### src/rtl/timer_counter_pkg.sv
// shared constants, register map and carrier types of the 16-bit timer/counter
package timer_counter_pkg;
  localparam int COUNT_W = 16;
  localparam int BYTE_W = 8;
  localparam int AXI_ADDR_W = 8;
  localparam int AXI_DATA_W = 32;

  localparam logic [AXI_ADDR_W-1:0] OFS_CONTROL = 8'h00;
  localparam logic [AXI_ADDR_W-1:0] OFS_COUNT_LOW = 8'h04;
  localparam logic [AXI_ADDR_W-1:0] OFS_COUNT_HIGH = 8'h08;
  localparam logic [AXI_ADDR_W-1:0] OFS_FLAG_TWO = 8'h0C;
  localparam logic [AXI_ADDR_W-1:0] OFS_ENABLE_TWO = 8'h10;
  localparam logic [AXI_ADDR_W-1:0] OFS_AUX_CONFIG = 8'h14;

  localparam int OVERFLOW_FLAG_BIT = 1;
  localparam int OVERFLOW_IRQ_ENABLE_BIT = 1;
  localparam int AUX_OSC_ENABLE_BIT = 0;

  localparam logic [BYTE_W-1:0] CONTROL_RESET = 8'h00;
  localparam logic [COUNT_W-1:0] COUNT_RESET = 16'h0000;
  localparam logic [COUNT_W-1:0] COUNT_MAX = 16'hFFFF;
  localparam logic [3:0] MODE_SPECIAL_EVENT = 4'hB;
  localparam int NUM_UNITS = 2;

  localparam logic [1:0] RESP_OKAY = 2'h0;
  localparam logic [1:0] RESP_SLVERR = 2'h2;

  typedef struct packed {
    logic wide_access_enable;
    logic timebase_select_hi;
    logic [1:0] input_prescale_select;
    logic timebase_select_lo;
    logic ext_sync_bypass;
    logic clock_source_select;
    logic counter_on;
  } counter_control_s;

  typedef struct packed {
    logic [3:0] compare_unit_mode_bits;
    logic [COUNT_W-1:0] compare_unit_match_value;
  } compare_unit_s;

  typedef struct packed {
    logic [COUNT_W-1:0] unit_two;
    logic [COUNT_W-1:0] unit_one;
    logic unit_two_uses_this;
    logic unit_one_uses_this;
  } timebase_route_s;
endpackage

### src/rtl/input_prescaler.sv
// selectable 1:1 to 1:8 divider of counting ticks
`timescale 1ns/1ps
module input_prescaler #(
  parameter int STAGES = 3
) (
  input wire logic clk_in,
  input wire logic rst_in,
  input wire logic tick_in,
  input wire logic clear_in,
  input wire logic [1:0] select_in,
  output logic tick_out
);
  logic [STAGES-1:0] div_ff;
  logic [STAGES-1:0] mask;

  // mask of low bits that must all be set before a tick passes
  always_comb begin
    mask = '0;
    for (int i = 0; i < STAGES; i++) begin
      if (i < int'(select_in)) begin
        mask[i] = 1'b1;
      end
    end
  end

  assign tick_out = tick_in && ((div_ff & mask) == mask);

  always_ff @(posedge clk_in or posedge rst_in) begin
    if (rst_in) begin
      div_ff <= '0;
    end else if (clear_in) begin
      div_ff <= '0;
    end else if (tick_in) begin
      div_ff <= tick_out ? '0 : div_ff + {{(STAGES-1){1'b0}}, 1'b1};
    end
  end
endmodule

### src/rtl/sixteen_bit_timer_counter.sv
// 16-bit timer/counter with AXI4-Lite register access
// Operation
// internal source counts every instruction cycle
// external source counts rising edges after first fall
// sync bypass bit only matters with external source
// prescale field divides by 1, 2, 4, 8
// counter on bit runs or stops counting
// wide access bit selects 16-bit or byte access
// timebase field routes timers to compare units
// count wraps FFFFh to 0000h as overflow
// overflow sets sticky flag; enable gates interrupt
// special event compare match clears the count
// trigger clear never sets the overflow flag
// software count write beats a coincident trigger
// software uses trigger only in synchronous modes
// first unit match value acts as period
// aux oscillator forces pins input, reading zero
// software ignores sync setting on aux system clock
// power-on reset clears control register
// wide mode buffers high byte via low access
// low byte write clears prescaler, high does not
`timescale 1ns/1ps
module sixteen_bit_timer_counter #(
  parameter int PRESCALE_STAGES = 3
) (
  input wire logic clk_in,
  input wire logic rst_in,
  input wire logic [timer_counter_pkg::AXI_ADDR_W-1:0] s_axi_awaddr_in,
  input wire logic s_axi_awvalid_in,
  output logic s_axi_awready_out,
  input wire logic [timer_counter_pkg::AXI_DATA_W-1:0] s_axi_wdata_in,
  input wire logic [3:0] s_axi_wstrb_in,
  input wire logic s_axi_wvalid_in,
  output logic s_axi_wready_out,
  output logic [1:0] s_axi_bresp_out,
  output logic s_axi_bvalid_out,
  input wire logic s_axi_bready_in,
  input wire logic [timer_counter_pkg::AXI_ADDR_W-1:0] s_axi_araddr_in,
  input wire logic s_axi_arvalid_in,
  output logic s_axi_arready_out,
  output logic [timer_counter_pkg::AXI_DATA_W-1:0] s_axi_rdata_out,
  output logic [1:0] s_axi_rresp_out,
  output logic s_axi_rvalid_out,
  input wire logic s_axi_rready_in,
  input wire logic aux_clock_pin_in,
  input wire logic [1:0] aux_pins_in,
  input wire timer_counter_pkg::compare_unit_s compare_unit_one_in,
  input wire timer_counter_pkg::compare_unit_s compare_unit_two_in,
  input wire logic [timer_counter_pkg::COUNT_W-1:0] other_timer_count_in,
  output timer_counter_pkg::timebase_route_s timebase_route_out,
  output logic [1:0] aux_pins_read_out,
  output logic aux_pins_forced_input_out,
  output logic irq_out
);
  import timer_counter_pkg::*;

  counter_control_s control_ff;
  logic [COUNT_W-1:0] count_ff;
  logic [BYTE_W-1:0] high_buffer_ff;
  logic overflow_flag_ff;
  logic overflow_irq_enable_ff;
  logic aux_oscillator_enable_ff;

  logic aw_held_ff;
  logic w_held_ff;
  logic [AXI_ADDR_W-1:0] awaddr_ff;
  logic [AXI_DATA_W-1:0] wdata_ff;
  logic [3:0] wstrb_ff;
  logic awready_ff;
  logic wready_ff;
  logic bvalid_ff;
  logic [1:0] bresp_ff;
  logic arready_ff;
  logic rvalid_ff;
  logic [AXI_DATA_W-1:0] rdata_ff;
  logic [1:0] rresp_ff;

  logic ext_meta_ff;
  logic ext_sync_ff;
  logic ext_prev_ff;
  logic ext_armed_ff;

  timebase_route_s route_ff;
  logic [1:0] pins_read_ff;
  logic pins_forced_ff;
  logic irq_ff;

  function automatic logic reg_hit(input logic [AXI_ADDR_W-1:0] addr,
                                   input logic [AXI_ADDR_W-1:0] ofs);
    reg_hit = (addr[AXI_ADDR_W-1:2] == ofs[AXI_ADDR_W-1:2]);
  endfunction

  function automatic logic reg_mapped(input logic [AXI_ADDR_W-1:0] addr);
    reg_mapped = reg_hit(addr, OFS_CONTROL) || reg_hit(addr, OFS_COUNT_LOW) ||
                 reg_hit(addr, OFS_COUNT_HIGH) || reg_hit(addr, OFS_FLAG_TWO) ||
                 reg_hit(addr, OFS_ENABLE_TWO) || reg_hit(addr, OFS_AUX_CONFIG);
  endfunction

  // write strobe pulses, one cycle, only the low byte lane carries register data
  logic do_write;
  logic wr_lane;
  logic wr_control;
  logic wr_low;
  logic wr_high;
  logic wr_flag;
  logic wr_enable;
  logic wr_aux;
  logic [BYTE_W-1:0] wr_byte;
  logic do_read;
  logic rd_low;

  assign do_write = aw_held_ff && w_held_ff && !bvalid_ff;
  assign wr_lane = do_write && wstrb_ff[0];
  assign wr_byte = wdata_ff[BYTE_W-1:0];
  assign wr_control = wr_lane && reg_hit(awaddr_ff, OFS_CONTROL);
  assign wr_low = wr_lane && reg_hit(awaddr_ff, OFS_COUNT_LOW);
  assign wr_high = wr_lane && reg_hit(awaddr_ff, OFS_COUNT_HIGH);
  assign wr_flag = wr_lane && reg_hit(awaddr_ff, OFS_FLAG_TWO);
  assign wr_enable = wr_lane && reg_hit(awaddr_ff, OFS_ENABLE_TWO);
  assign wr_aux = wr_lane && reg_hit(awaddr_ff, OFS_AUX_CONFIG);
  assign do_read = s_axi_arvalid_in && arready_ff;
  assign rd_low = do_read && reg_hit(s_axi_araddr_in, OFS_COUNT_LOW);

  // external clock edge qualification
  logic ext_level;
  logic ext_rise;
  logic ext_fall;

  assign ext_level = control_ff.ext_sync_bypass ? aux_clock_pin_in : ext_sync_ff;
  assign ext_rise = ext_level && !ext_prev_ff && ext_armed_ff;
  assign ext_fall = !ext_level && ext_prev_ff;

  // the raw path skips the two-stage delay; trigger clears in that mode may be missed
  always_ff @(posedge clk_in or posedge rst_in) begin
    if (rst_in) begin
      ext_meta_ff <= 1'b0;
      ext_sync_ff <= 1'b0;
      ext_prev_ff <= 1'b0;
    end else begin
      ext_meta_ff <= aux_clock_pin_in;
      ext_sync_ff <= ext_meta_ff;
      ext_prev_ff <= ext_level;
    end
  end

  // a counter that is off must see a fresh falling edge before counting again
  always_ff @(posedge clk_in or posedge rst_in) begin
    if (rst_in) begin
      ext_armed_ff <= 1'b0;
    end else if (!control_ff.counter_on || !control_ff.clock_source_select) begin
      ext_armed_ff <= 1'b0;
    end else if (ext_fall) begin
      ext_armed_ff <= 1'b1;
    end
  end

  logic source_tick;
  logic count_tick;

  always_comb begin
    source_tick = 1'b0;
    if (control_ff.counter_on) begin
      if (control_ff.clock_source_select) begin
        source_tick = ext_rise;
      end else begin
        source_tick = 1'b1;
      end
    end
  end

  input_prescaler #(
    .STAGES(PRESCALE_STAGES)
  ) u_prescaler (
    .clk_in(clk_in),
    .rst_in(rst_in),
    .tick_in(source_tick),
    .clear_in(wr_low),
    .select_in(control_ff.input_prescale_select),
    .tick_out(count_tick)
  );

  // timebase routing and special event triggers
  logic this_feeds [NUM_UNITS];
  compare_unit_s units [NUM_UNITS];
  logic [NUM_UNITS-1:0] unit_trigger;
  logic trigger_clear;

  assign units[0] = compare_unit_one_in;
  assign units[1] = compare_unit_two_in;
  assign this_feeds[0] = control_ff.timebase_select_hi;
  assign this_feeds[1] = control_ff.timebase_select_hi || control_ff.timebase_select_lo;

  generate
    for (genvar u = 0; u < NUM_UNITS; u++) begin : g_unit
      assign unit_trigger[u] = this_feeds[u] &&
          (units[u].compare_unit_mode_bits == MODE_SPECIAL_EVENT) &&
          (count_ff == units[u].compare_unit_match_value);
    end
  endgenerate

  assign trigger_clear = |unit_trigger;

  // count register: software write, then trigger clear, then increment
  always_ff @(posedge clk_in or posedge rst_in) begin
    if (rst_in) begin
      count_ff <= COUNT_RESET;
    end else if (wr_low) begin
      if (control_ff.wide_access_enable) begin
        count_ff <= {high_buffer_ff, wr_byte};
      end else begin
        count_ff[BYTE_W-1:0] <= wr_byte;
      end
    end else if (wr_high && !control_ff.wide_access_enable) begin
      count_ff[COUNT_W-1:BYTE_W] <= wr_byte;
    end else if (trigger_clear) begin
      count_ff <= COUNT_RESET;
    end else if (count_tick) begin
      count_ff <= count_ff + 16'h0001;
    end
  end

  logic overflow_event;
  logic count_written;

  assign count_written = wr_low || (wr_high && !control_ff.wide_access_enable);
  assign overflow_event = count_tick && (count_ff == COUNT_MAX) &&
                          !count_written && !trigger_clear;

  // high byte buffer, shared by both directions in wide mode
  always_ff @(posedge clk_in or posedge rst_in) begin
    if (rst_in) begin
      high_buffer_ff <= 8'h00;
    end else if (wr_high && control_ff.wide_access_enable) begin
      high_buffer_ff <= wr_byte;
    end else if (rd_low && control_ff.wide_access_enable) begin
      high_buffer_ff <= count_ff[COUNT_W-1:BYTE_W];
    end
  end

  always_ff @(posedge clk_in or posedge rst_in) begin
    if (rst_in) begin
      control_ff <= CONTROL_RESET;
    end else if (wr_control) begin
      control_ff <= wr_byte;
    end
  end

  // hardware set wins over a coincident software clear
  always_ff @(posedge clk_in or posedge rst_in) begin
    if (rst_in) begin
      overflow_flag_ff <= 1'b0;
    end else if (overflow_event) begin
      overflow_flag_ff <= 1'b1;
    end else if (wr_flag) begin
      overflow_flag_ff <= wr_byte[OVERFLOW_FLAG_BIT];
    end
  end

  always_ff @(posedge clk_in or posedge rst_in) begin
    if (rst_in) begin
      overflow_irq_enable_ff <= 1'b0;
      aux_oscillator_enable_ff <= 1'b0;
    end else begin
      if (wr_enable) begin
        overflow_irq_enable_ff <= wr_byte[OVERFLOW_IRQ_ENABLE_BIT];
      end
      if (wr_aux) begin
        aux_oscillator_enable_ff <= wr_byte[AUX_OSC_ENABLE_BIT];
      end
    end
  end

  always_ff @(posedge clk_in or posedge rst_in) begin
    if (rst_in) begin
      irq_ff <= 1'b0;
    end else begin
      irq_ff <= overflow_flag_ff && overflow_irq_enable_ff;
    end
  end

  always_ff @(posedge clk_in or posedge rst_in) begin
    if (rst_in) begin
      pins_read_ff <= 2'h0;
      pins_forced_ff <= 1'b0;
    end else begin
      pins_forced_ff <= aux_oscillator_enable_ff;
      pins_read_ff <= aux_oscillator_enable_ff ? 2'h0 : aux_pins_in;
    end
  end

  always_ff @(posedge clk_in or posedge rst_in) begin
    if (rst_in) begin
      route_ff <= '0;
    end else begin
      route_ff.unit_one_uses_this <= this_feeds[0];
      route_ff.unit_two_uses_this <= this_feeds[1];
      route_ff.unit_one <= this_feeds[0] ? count_ff : other_timer_count_in;
      route_ff.unit_two <= this_feeds[1] ? count_ff : other_timer_count_in;
    end
  end

  // write channel: address and data taken in either order, response after both
  always_ff @(posedge clk_in or posedge rst_in) begin
    if (rst_in) begin
      aw_held_ff <= 1'b0;
      awaddr_ff <= '0;
      awready_ff <= 1'b1;
    end else if (s_axi_awvalid_in && awready_ff) begin
      aw_held_ff <= 1'b1;
      awaddr_ff <= s_axi_awaddr_in;
      awready_ff <= 1'b0;
    end else if (bvalid_ff && s_axi_bready_in) begin
      aw_held_ff <= 1'b0;
      awready_ff <= 1'b1;
    end
  end

  always_ff @(posedge clk_in or posedge rst_in) begin
    if (rst_in) begin
      w_held_ff <= 1'b0;
      wdata_ff <= '0;
      wstrb_ff <= 4'h0;
      wready_ff <= 1'b1;
    end else if (s_axi_wvalid_in && wready_ff) begin
      w_held_ff <= 1'b1;
      wdata_ff <= s_axi_wdata_in;
      wstrb_ff <= s_axi_wstrb_in;
      wready_ff <= 1'b0;
    end else if (bvalid_ff && s_axi_bready_in) begin
      w_held_ff <= 1'b0;
      wready_ff <= 1'b1;
    end
  end

  always_ff @(posedge clk_in or posedge rst_in) begin
    if (rst_in) begin
      bvalid_ff <= 1'b0;
      bresp_ff <= RESP_OKAY;
    end else if (do_write) begin
      bvalid_ff <= 1'b1;
      bresp_ff <= reg_mapped(awaddr_ff) ? RESP_OKAY : RESP_SLVERR;
    end else if (s_axi_bready_in) begin
      bvalid_ff <= 1'b0;
    end
  end

  // read data, with the low byte read loading the high buffer in wide mode
  logic [BYTE_W-1:0] rd_byte;

  always_comb begin
    rd_byte = 8'h00;
    if (reg_hit(s_axi_araddr_in, OFS_CONTROL)) begin
      rd_byte = control_ff;
    end else if (reg_hit(s_axi_araddr_in, OFS_COUNT_LOW)) begin
      rd_byte = count_ff[BYTE_W-1:0];
    end else if (reg_hit(s_axi_araddr_in, OFS_COUNT_HIGH)) begin
      rd_byte = control_ff.wide_access_enable ? high_buffer_ff :
                count_ff[COUNT_W-1:BYTE_W];
    end else if (reg_hit(s_axi_araddr_in, OFS_FLAG_TWO)) begin
      rd_byte[OVERFLOW_FLAG_BIT] = overflow_flag_ff;
    end else if (reg_hit(s_axi_araddr_in, OFS_ENABLE_TWO)) begin
      rd_byte[OVERFLOW_IRQ_ENABLE_BIT] = overflow_irq_enable_ff;
    end else if (reg_hit(s_axi_araddr_in, OFS_AUX_CONFIG)) begin
      rd_byte[AUX_OSC_ENABLE_BIT] = aux_oscillator_enable_ff;
    end
  end

  always_ff @(posedge clk_in or posedge rst_in) begin
    if (rst_in) begin
      arready_ff <= 1'b1;
      rvalid_ff <= 1'b0;
      rdata_ff <= '0;
      rresp_ff <= RESP_OKAY;
    end else if (do_read) begin
      arready_ff <= 1'b0;
      rvalid_ff <= 1'b1;
      rdata_ff <= {{(AXI_DATA_W-BYTE_W){1'b0}}, rd_byte};
      rresp_ff <= reg_mapped(s_axi_araddr_in) ? RESP_OKAY : RESP_SLVERR;
    end else if (rvalid_ff && s_axi_rready_in) begin
      arready_ff <= 1'b1;
      rvalid_ff <= 1'b0;
    end
  end

  assign s_axi_awready_out = awready_ff;
  assign s_axi_wready_out = wready_ff;
  assign s_axi_bvalid_out = bvalid_ff;
  assign s_axi_bresp_out = bresp_ff;
  assign s_axi_arready_out = arready_ff;
  assign s_axi_rvalid_out = rvalid_ff;
  assign s_axi_rdata_out = rdata_ff;
  assign s_axi_rresp_out = rresp_ff;
  assign timebase_route_out = route_ff;
  assign aux_pins_read_out = pins_read_ff;
  assign aux_pins_forced_input_out = pins_forced_ff;
  assign irq_out = irq_ff;
endmodule

### config.mk
export PLATFORM = sky130hd
export DESIGN_NAME = sixteen_bit_timer_counter
export DESIGN_NICKNAME = d
export VERILOG_FILES = /design/src/rtl/timer_counter_pkg.sv /design/src/rtl/input_prescaler.sv /design/src/rtl/sixteen_bit_timer_counter.sv
export SDC_FILE = /design/constraint.sdc
export NUM_CORES = 1
export LEC_CHECK = 0
export BUFFER_PORTS_ARGS = -buffer_cell sky130_fd_sc_hd__buf_2
export CORE_ASPECT_RATIO = 0.5
export CORE_MARGIN = 5
export CORE_UTILIZATION = 55
export CTS_CLUSTER_SIZE = 14
export DETAILED_ROUTE_END_ITERATION = 10
export GPL_ROUTABILITY_DRIVEN = 1
export PLACE_DENSITY = 0.89
export SYNTH_ARGS = -nofsm -noshare
export SYNTH_HDL_FRONTEND = slang
export SYNTH_SLANG_ARGS = --single-unit
### constraint.sdc
create_clock -name clk_in -period 6.35 [get_ports clk_in]
set_clock_uncertainty 0.15 [all_clocks]
set_input_delay 0.635 -clock clk_in [delete_from_list [all_inputs] [get_ports clk_in]]
set_output_delay 0.635 -clock clk_in [all_outputs]
set_load 0.005 [all_outputs]
==> impl_metrics.tcl, run 1 <==
set metrics [dict create \
    status "completed" \
    pwr_density_cell_nw_per_um2 204 \
    cts_root_buffer "clkbuf_16" \
    cts_tree "done" \
    die_h_um 84.6 \
    num-nets-final 816 \
    dp_slack_ns 3.25 \
    grtUsageTotal_pct 24.7 \
    dieWidth_um 159 \
    rows 27 \
    die_area_um2 13500 \
    rrSetupSlack_ns 3.14 \
    initial_core_util_pct 55.9 \
    fin_crit_sh_pct 50.5 \
    ys_seq_elements 112 \
    drt_first_iter_violations 528 \
    start_kind "register" \
    final-setup-viol-count 0 \
    peakVddDrop_uv 121 \
    synth_top_area_cell "dfrtp_1" \
    path_clk_slew_ns 0.07 \
    cp_data_arrival_time_ns 3.32 \
    io_buffers 139 \
    diodes 0 \
    clockBufferDepth 2 \
    vias 4996 \
    p_leak_nw 3.24 \
    cts_buffers 9 \
    post_cts_resized 0 \
    worstMarginPinSlew_ns 1.17 \
    vias_per_cell 5.91 \
    finalWorstSetupSlack_ns 3.14 \
    placedCellCount 830 \
    antenna_found_initial 0 \
    core_um2 10900 \
    synth_top_area_share_pct 44.6 \
    hpwl_um 11900 \
    hold-worst-slack_ns 0.182 \
    gp_congestion 0.936 \
    path_class "reg -> reg" \
    cap_violations 0 \
    synthesis.area_um2 6110 \
    drv_slew 0 \
    min_period_ns 3.21 \
    layout.cells.non_filler 846 \
    async_reset_ff_share_pct 100 \
    yosysSeqAreaShare_pct 45.9 \
    critPathRequiredTime_ns 6.46 \
    drtPass1Iterations 5 \
    synth-edff-count 0 \
    cts_hold_buf 0 \
    insertion_delay_ns 0.36 \
    synthesis.instances 586 \
    fillers 907 \
    synthFlopType "dfrtp_1" \
    drive_above_1_share_pct 31.0 \
    io_pins 197 \
    avgRoutedWirePerCell_um 19.5 \
    tns_ns 0 \
    fmax_mhz 312 \
    r2r_end "count_ff[12]" \
    synth_cell_type_count 61 \
    rsz0062_at_grt "no" \
    area_growth_pct 12.8 \
    cts_setup_buffers 0 \
    slew_headroom_pct 21.7 \
    synth.area.top_cells "dfrtp_1 45%, mux2_2 8.3%, xnor2_1 5.6%" \
    hold_viol 0 \
    grt_pass1_wl_um 26600 \
    grt_max_degree 70 \
    critPathMaxFanout 29 \
    r2r-start "control_ff[3]" \
    yosys_warnings 0 \
    hold_class "in -> async" \
    drc 0 \
    htreeDepth 3 \
    ant_nets 0 \
    grt_overflow 0 \
    syn_avg_cell_area_um2 10.4 \
    cts_sinks 112 \
    grt_pass1_vias 5005 \
    routed_wl_um 16500 \
    worst_setup_path_end_kind "register" \
    reg2reg_depth 5 \
]
worst max-delay path, stage by stage (launching register included):
cell and delay, ns:
dfrtp_1 0.41, nor2_2 0.91, nor3_1 0.24, a22oi_2 0.65, nand2_1 0.42, a32oi_1 0.32
where the power goes:
group	total [mW]	switching, mW	internal [mW]
Clock	0.548	0.257	0.290
Sequential	0.744	0.00838	0.736
Combinational	0.115	0.0608	0.0546
Total	1.41	0.326	1.08
registers in the layout, indices dropped and copies added (netlist names), 2 cells and up:
name and flops:
timebase_route_out 34, awaddr_ff 6, aux_pins_read_out 2, high_buffer_ff 8
wdata_ff 8, count_ff 16, u_prescaler.div_ff 3, s_axi_rdata_out 8
control_ff 8
cell families (layout without fill, tap and decap cells):
kind of cell / count (synthesis) / count (layout) / synth area share [%]
and+or+nand+nor: 156 / 156 / 13.8
AOI/OAI and AO/OA: 121 / 121 / 12.7
DFF: 112 / 112 / 45.9
buffers and inverters: 85 / 175 / 9.23
muxes: 69 / 69 / 12.2
xor gates and xnor gates: 40 / 40 / 5.73
adders and majority gates: 2 / 2 / 0.409
other: 1 / 26 / 0.0613
how the worst max path moves through the flow:
| stage | startpoint | endpoint | slack, ns |
|---|---|---|---|
| 4_1_cts | control_ff[3] | count_ff[12] | 3.22 |
| 2_1_floorplan | rst_in | aux_oscillator_enable_ff | 2.61 |
| 3_5_place_dp | control_ff[3] | count_ff[10] | 3.25 |
| 5_1_grt | control_ff[3] | count_ff[12] | 3.05 |
| 6_report | control_ff[3] | count_ff[12] | 3.14 |
| 3_3_place_gp | control_ff[3] | count_ff[14] | 3.27 |
synthesized netlist by cell type, types with 9 or more instances:
cell type,count
mux2i_1,24
inv_1,18
nand4_1,14
dfrtp_1,109
buf_4,30
a21oi_1,35
mux2_2,45
buf_2,12
nand3_1,13
nor2_1,38
a31oi_1,9
xnor2_1,39
clkbuf_1,11
o21ai_0,26
nand2_1,46
placed cells by master, fill, tap and decap left out, drive strengths merged, types with 19 or more instances in the layout:
| cell type | netlist | final |
|---|---|---|
| dfrtp | 109 | 109 |
| mux2 | 45 | 45 |
| a21oi | 35 | 35 |
| nor2 | 39 | 39 |
| mux2i | 24 | 24 |
| xnor2 | 39 | 39 |
| buf | 48 | 141 |
| conb | 1 | 26 |
| nand2 | 46 | 46 |
| o21ai | 27 | 27 |
| inv | 18 | 19 |
layer usage:
layer  track usage (%)  share of wire [%]
met1              32.7                 41
met4              8.20                2.6
met3              7.55                 11
met2              39.3                 46
met5                 0                  0
metrics by stage:
stage | area (µm²) | util (%) | total power [mW]
2_1_floorplan | 6210 | - | 0.823
4_1_cts | 6890 | 63.0 | 1.42
6_report | 6890 | 63.0 | 1.41
5_1_grt | 6890 | 63.0 | 1.47
3_3_place_gp | 6610 | 60.4 | 0.869
3_5_place_dp | 6610 | 60.4 | 0.875
layout make-up:
type | count | area [µm²] | area share (%)
timing repair buffer | 141 | 711 | 10.3
inverter | 18 | 70.1 | 1.02
tap | 145 | 181 | 2.63
clock inverter | 3 | 25.0 | 0.363
multi-input combinational | 414 | 2840 | 41.2
clock buffer | 13 | 260 | 3.78
sequential | 112 | 2810 | 40.7
(Power assumes the default switching activity.)
==> inputs of run 2 (changes only) <==
--- a/config.mk
+++ b/config.mk
@@ -8,11 +8,11 @@
 export BUFFER_PORTS_ARGS = -buffer_cell sky130_fd_sc_hd__buf_2
 export CORE_ASPECT_RATIO = 0.5
 export CORE_MARGIN = 5
-export CORE_UTILIZATION = 55
+export CORE_UTILIZATION = 47
 export CTS_CLUSTER_SIZE = 14
 export DETAILED_ROUTE_END_ITERATION = 10
 export GPL_ROUTABILITY_DRIVEN = 1
-export PLACE_DENSITY = 0.89
+export PLACE_DENSITY = 0.81
 export SYNTH_ARGS = -nofsm -noshare
 export SYNTH_HDL_FRONTEND = slang
 export SYNTH_SLANG_ARGS = --single-unit
==> constraint.sdc (replaced) <==
create_clock -name clk_in -period 2.75 [get_ports clk_in]
set_clock_uncertainty 0.15 [all_clocks]
set_input_delay 0.275 -clock clk_in [delete_from_list [all_inputs] [get_ports clk_in]]
set_output_delay 0.275 -clock clk_in [all_outputs]
set_load 0.005 [all_outputs]
==> run 2 against run 1 <==
The flow now finishes with violations (negative hold slack). Critical path depth up 2. Sequential power up 130%. Fmax up 23%. Count of clock-buffer cells in the layout down 3. Largest cell class unchanged. Critical path type unchanged. First-iteration DRC count up 27%. Design area up 4.8%. Non-clock buffer count up 34. Highest routed layer unchanged. Routed wire length up 2.9%. Via count up 2.7%.
==> impl_metrics.tcl, run 2 (synthesis gave the netlist of run 1 again) <==
set metrics [dict create \
    status "finished with violations" \
    p_leak_nw 3.38 \
    final-setup-viol-count 0 \
    path_clk_slew_ns 0.08 \
    fin_crit_sh_pct 94.8 \
    hold-worst-slack_ns -0.0462 \
    tns_ns 0 \
    worstMarginPinSlew_ns 0.933 \
    critPathMaxFanout 12 \
    grt_pass1_vias 5104 \
    layout_commonest_cell "buf_2" \
    violations "negative hold slack" \
    dieWidth_um 171 \
    cts_sinks 112 \
    diodes 0 \
    mostFrequentLayoutCells "139 x buf_2, 109 x dfrtp_1, 46 x nand2_1" \
    cap_violations 0 \
    grt_overflow 0 \
    critPathRequiredTime_ns 2.79 \
    cp_data_arrival_time_ns 2.65 \
    drc 0 \
    vias_per_cell 5.67 \
    grtUsageTotal_pct 21.9 \
    hpwl_um 12800 \
    die_h_um 90.6 \
    fmax_mhz 384 \
    rows 29 \
    start_kind "register" \
    finalWorstSetupSlack_ns 0.144 \
    insertion_delay_ns 0.35 \
    post_cts_resized 0 \
    rrSetupSlack_ns 0.14 \
    peakVddDrop_uv 295 \
    drv_slew 0 \
    area_growth_pct 18.1 \
    hold_class "in -> async" \
    cts_hold_buf 11 \
    cts_root_buffer "clkbuf_16" \
    io_buffers 139 \
    drtPass1Iterations 5 \
    clockBufferDepth 2 \
    ant_nets 0 \
    antenna_found_initial 0 \
    path_class "reg -> reg" \
    drt_first_iter_violations 672 \
    hold_viol 36 \
    io_pins 197 \
    slew_headroom_pct 37.7 \
    num-nets-final 850 \
    htreeDepth 3 \
    grt_max_degree 40 \
    placedCellCount 878 \
    pwr_density_cell_nw_per_um2 448 \
    min_period_ns 2.61 \
    initial_core_util_pct 48.1 \
    routed_wl_um 17000 \
    worst_setup_path_end_kind "register" \
    vias 5130 \
    cts_tree "done" \
    largest_reg_flops 34 \
    drive_above_1_share_pct 32.8 \
    cts_setup_buffers 0 \
    grt_pass1_wl_um 27200 \
    cts_buffers 9 \
    gp_congestion 0.932 \
    layout.cells.non_filler 905 \
    rsz0062_at_grt "no" \
    core_um2 12700 \
    avgRoutedWirePerCell_um 18.8 \
    dp_slack_ns 0.230 \
    die_area_um2 15500 \
]
## run 2: path summary, 6_finish.rpt
| kind | start | to | cells after the start |
|---|---|---|---|
| max in group asynchronous | rst_in | s_axi_wready_out | 3 |
| setup / recovery | count_ff[5] | count_ff[15] | 7 |
| setup reg to reg | count_ff[5] | count_ff[15] | 7 |
| hold / removal | rst_in | timebase_route_out[21] | 2 |
| hold reg to reg | ext_meta_ff | ext_sync_ff | 0 |
| min in group clk_in | other_timer_count_in[9] | timebase_route_out[27] | 3 |
## run 2: power breakdown
group          switching [mW]  internal, mW  total [mW]
clock                   0.606         0.617        1.22
combinational           0.148         0.146       0.294
sequential             0.0204          1.70        1.72
## run 2: per-layer routing
layer / up-vias / global-route usage, % / wire (µm)
met3: 44 / 5.03 / 1920
met1: 2448 / 30.7 / 7010
met5: - / 0 / 0
li1: 2300 / - / -
met2: 338 / 34.4 / 7800
met4: 0 / 5.67 / 291
## run 2: critical path, stage by stage, from the launching register on
cell     delay (ns)
dfrtp_1        0.63
xnor2_1        0.18
nand4_1        0.10
nor4_1         0.45
a22oi_2        0.23
buf_4          0.25
nand2_1        0.27
a32oi_1        0.19
## run 2: cell type report
type | count | area [µm²]
well taps | 170 | 213
fillers | 1066 | 5480
clock inverters | 6 | 43.8
repair buffers | 175 | 1020
flip-flops and latches | 112 | 2810
multi-input cells | 414 | 2840
clock buffers | 10 | 229
inverters | 18 | 71.3
## run 2: stage by stage
stage | power, mW | util, % | instance area [µm²] | hold WS, ns
2_1_floorplan | 1.90 | - | 6210 | 0.156
3_3_place_gp | 2.02 | 53.8 | 6840 | 0.184
3_5_place_dp | 2.03 | 53.8 | 6840 | 0.191
4_1_cts | 3.27 | 56.9 | 7220 | 0.00350
5_1_grt | 3.37 | 56.9 | 7220 | 0.00815
6_report | 3.24 | 56.9 | 7220 | -0.0462
==> inputs of run 3 (changes only) <==
--- a/config.mk
+++ b/config.mk
@@ -5,6 +5,7 @@
 export SDC_FILE = /design/constraint.sdc
 export NUM_CORES = 1
 export LEC_CHECK = 0
+export ABC_AREA = 1
 export BUFFER_PORTS_ARGS = -buffer_cell sky130_fd_sc_hd__buf_2
 export CORE_ASPECT_RATIO = 0.5
 export CORE_MARGIN = 5
@@ -12,7 +13,7 @@
 export CTS_CLUSTER_SIZE = 14
 export DETAILED_ROUTE_END_ITERATION = 10
 export GPL_ROUTABILITY_DRIVEN = 1
-export PLACE_DENSITY = 0.81
+export PLACE_DENSITY = 0.8
 export SYNTH_ARGS = -nofsm -noshare
 export SYNTH_HDL_FRONTEND = slang
 export SYNTH_SLANG_ARGS = --single-unit
==> run 3 against run 2 <==
The run now ends clean. Routed wire length increased by 7.2%. Final cell count increased by 32%. Clock power increased by 5%. Global-route usage increased by 0.36 points. Largest cell class unchanged.
==> impl_metrics.tcl, run 3 <==
set metrics [dict create \
    worst_setup_path_end_kind "register" \
    cts_tree "done" \
    peakVddDrop_uv 354 \
    syn_avg_cell_area_um2 7.39 \
    power_frac_comb_pct 33.7 \
    grt_pass1_vias 5745 \
    cts_root_buffer "clkbuf_16" \
    initial_core_util_pct 47.6 \
    synthFlopType "dfrtp_1" \
    cp_data_arrival_time_ns 2.40 \
    largest_reg_flops 34 \
    status "completed" \
    tns_ns 0 \
    synthesis.instances 868 \
    io_buffers 139 \
    fmax_mhz 432 \
    pwr_density_cell_nw_per_um2 794 \
    insertion_delay_ns 0.35 \
    synth_cell_type_count 41 \
    ys_seq_elements 112 \
    avgRoutedWirePerCell_um 15.3 \
    synth_top_area_cell "dfrtp_1" \
    rsz0062_at_grt "no" \
    fin_crit_sh_pct 84.2 \
    cap_violations 0 \
    hold_class "in -> reg" \
    grt_max_degree 86 \
    synth_commonest_cells "246 x nand2_1, 109 x dfrtp_1, 104 x inv_1" \
    yosysSeqAreaShare_pct 43.7 \
    gp_congestion 0.940 \
    final-setup-viol-count 0 \
    core_um2 13500 \
    start_kind "register" \
    num-nets-final 1131 \
    dieWidth_um 175 \
    ant_nets 0 \
    io_pins 197 \
    drtPass1Iterations 5 \
    die_area_um2 16200 \
    clockBufferDepth 2 \
    cts_sinks 112 \
    p_seq_share_pct 45.0 \
    hold-worst-slack_ns 0.0112 \
    slew_headroom_pct 61.9 \
    internal_power_mw 3.56 \
    hpwl_um 13900 \
    synth_top_area_share_pct 42.5 \
    hold_viol 0 \
    htreeDepth 3 \
    p_leak_nw 3.95 \
    yosys.cell_count.top_type "nand2_1" \
    min_period_ns 2.31 \
    cts_setup_buffers 0 \
    critPathRequiredTime_ns 2.84 \
    async_reset_ff_share_pct 100 \
    grt_pass1_wl_um 29100 \
    drc 0 \
    final_area_um2 7570 \
    path_class "reg -> reg" \
    diodes 0 \
    power.share.clock_pct 21.3 \
    cts_buffers 9 \
    critPathMaxFanout 17 \
    fillers 1211 \
    worstMarginPinSlew_ns 0.571 \
    mostFrequentLayoutCells "246 x nand2_1, 139 x buf_2, 109 x dfrtp_1" \
    synthesis.area_um2 6420 \
    layout_commonest_cell "nand2_1" \
    grtUsageTotal_pct 22.3 \
    vias_per_cell 5.13 \
    area_growth_pct 17.9 \
    vias 6114 \
    drv_slew 0 \
    path_clk_slew_ns 0.07 \
    grt_overflow 0 \
    switching_share_pct 40.7 \
    antenna_found_initial 1 \
    routed_wl_um 18300 \
    synth.area.top_cells "dfrtp_1 43%, nand2_1 14%, o21ai_0 7.1%" \
    switching_power_mw 2.45 \
    yosys_warnings 0 \
    place_area_um2 7180 \
    rows 30 \
    synth-edff-count 0 \
    drt_first_iter_violations 542 \
    drive_above_1_share_pct 21.7 \
    die_h_um 92.6 \
]
-- run 3: cell types whose count changed after synthesis, moves of 24 or more --
cell,change
inv_1,+86
mux2_2,-38
mux2i_1,-24
nand2_1,+200
nand3_1,+42
nor2_1,+41
o21ai_0,+65
xnor2_1,-33
-- run 3: critical path: stages, from the launching register on --
cell and delay (ns):
dfrtp_1 0.57, inv_2 0.19, nand2_1 0.09, nand2_1 0.05
nor2_1 0.10, nand2_1 0.08, nor2_2 0.13, nand3_4 0.25
nand3_4 0.21, inv_1 0.18, nand3_1 0.11, nand2_1 0.07
-- run 3: logic make-up (layout without fill, tap and decap cells) --
kind of cell	Yosys count	in the layout	synth area share, %
simple gates	422	422	29.1
buf+inv	175	298	12.7
compound gates	140	140	11.5
flops	112	112	43.7
xor+xnor	9	9	1.23
mux	7	7	1.23
fa+ha+maj	2	2	0.390
other cells	1	26	0.0584
-- run 3: timing repair --
| item | 4_1_cts | 5_1_grt |
|---|---|---|
| gates resized for setup | 0 | 0 |
| endpoints found under the hold margin | 118 | 0 |
| hold buffers | 10 | 0 |
| setup endpoints to repair | 0 | 0 |
-- run 3: power by group through the flow --
stage / combinational [mW] / sequential [mW] / clock [mW]
2_1_floorplan: 1.52 / 2.42 / 0
3_3_place_gp: 1.94 / 2.70 / 0
3_5_place_dp: 2.00 / 2.72 / 0
4_1_cts: 2.02 / 2.69 / 1.31
5_1_grt: 2.29 / 2.76 / 1.37
6_report: 2.02 / 2.71 / 1.28
-- run 3: routing by layer --
metal / vias up / share of wire (%) / GRT usage [%]
met5: - / 0.071 / 0
met4: 2 / 2.4 / 6.92
li1: 2990 / - / -
met2: 268 / 45 / 36.2
met1: 2816 / 45 / 29.8
met3: 38 / 8.0 / 5.26
-- run 3: final cells by class --
cell class	instances	area (µm²)	share of cell area [%]
flip-flops and latches	112	2810	37.1
clock inverters	6	51.3	0.678
well taps	176	220	2.91
repair buffers	163	913	12.1
multi-input cells	606	2890	38.1
inverters	119	450	5.95
clock buffers	10	239	3.16
-- run 3: path summary, 6_finish.rpt --
path,cells after the start,to,from,slack (ns)
setup / recovery,11,count_ff[12],count_ff[7],0.44
hold / removal,2,wdata_ff[3],s_axi_wdata_in[3],0.01
setup reg to reg,11,count_ff[12],count_ff[7],0.44
hold reg to reg,0,ext_sync_ff,ext_meta_ff,0.20
max in group asynchronous,4,s_axi_awready_out,rst_in,1.60
min in group asynchronous,4,timebase_route_out[31],rst_in,0.44
-- run 3: per-stage QoR --
step	total power, mW	util, %	instances	worst slack [ns]
floorplan	3.94	-	893	0.970
global placement	4.64	53.3	1166	0.491
detailed placement	4.72	53.3	1166	0.495
CTS	6.02	56.2	1192	0.476
global route	6.42	56.2	1192	0.304
finish	6.01	56.2	1192	0.435
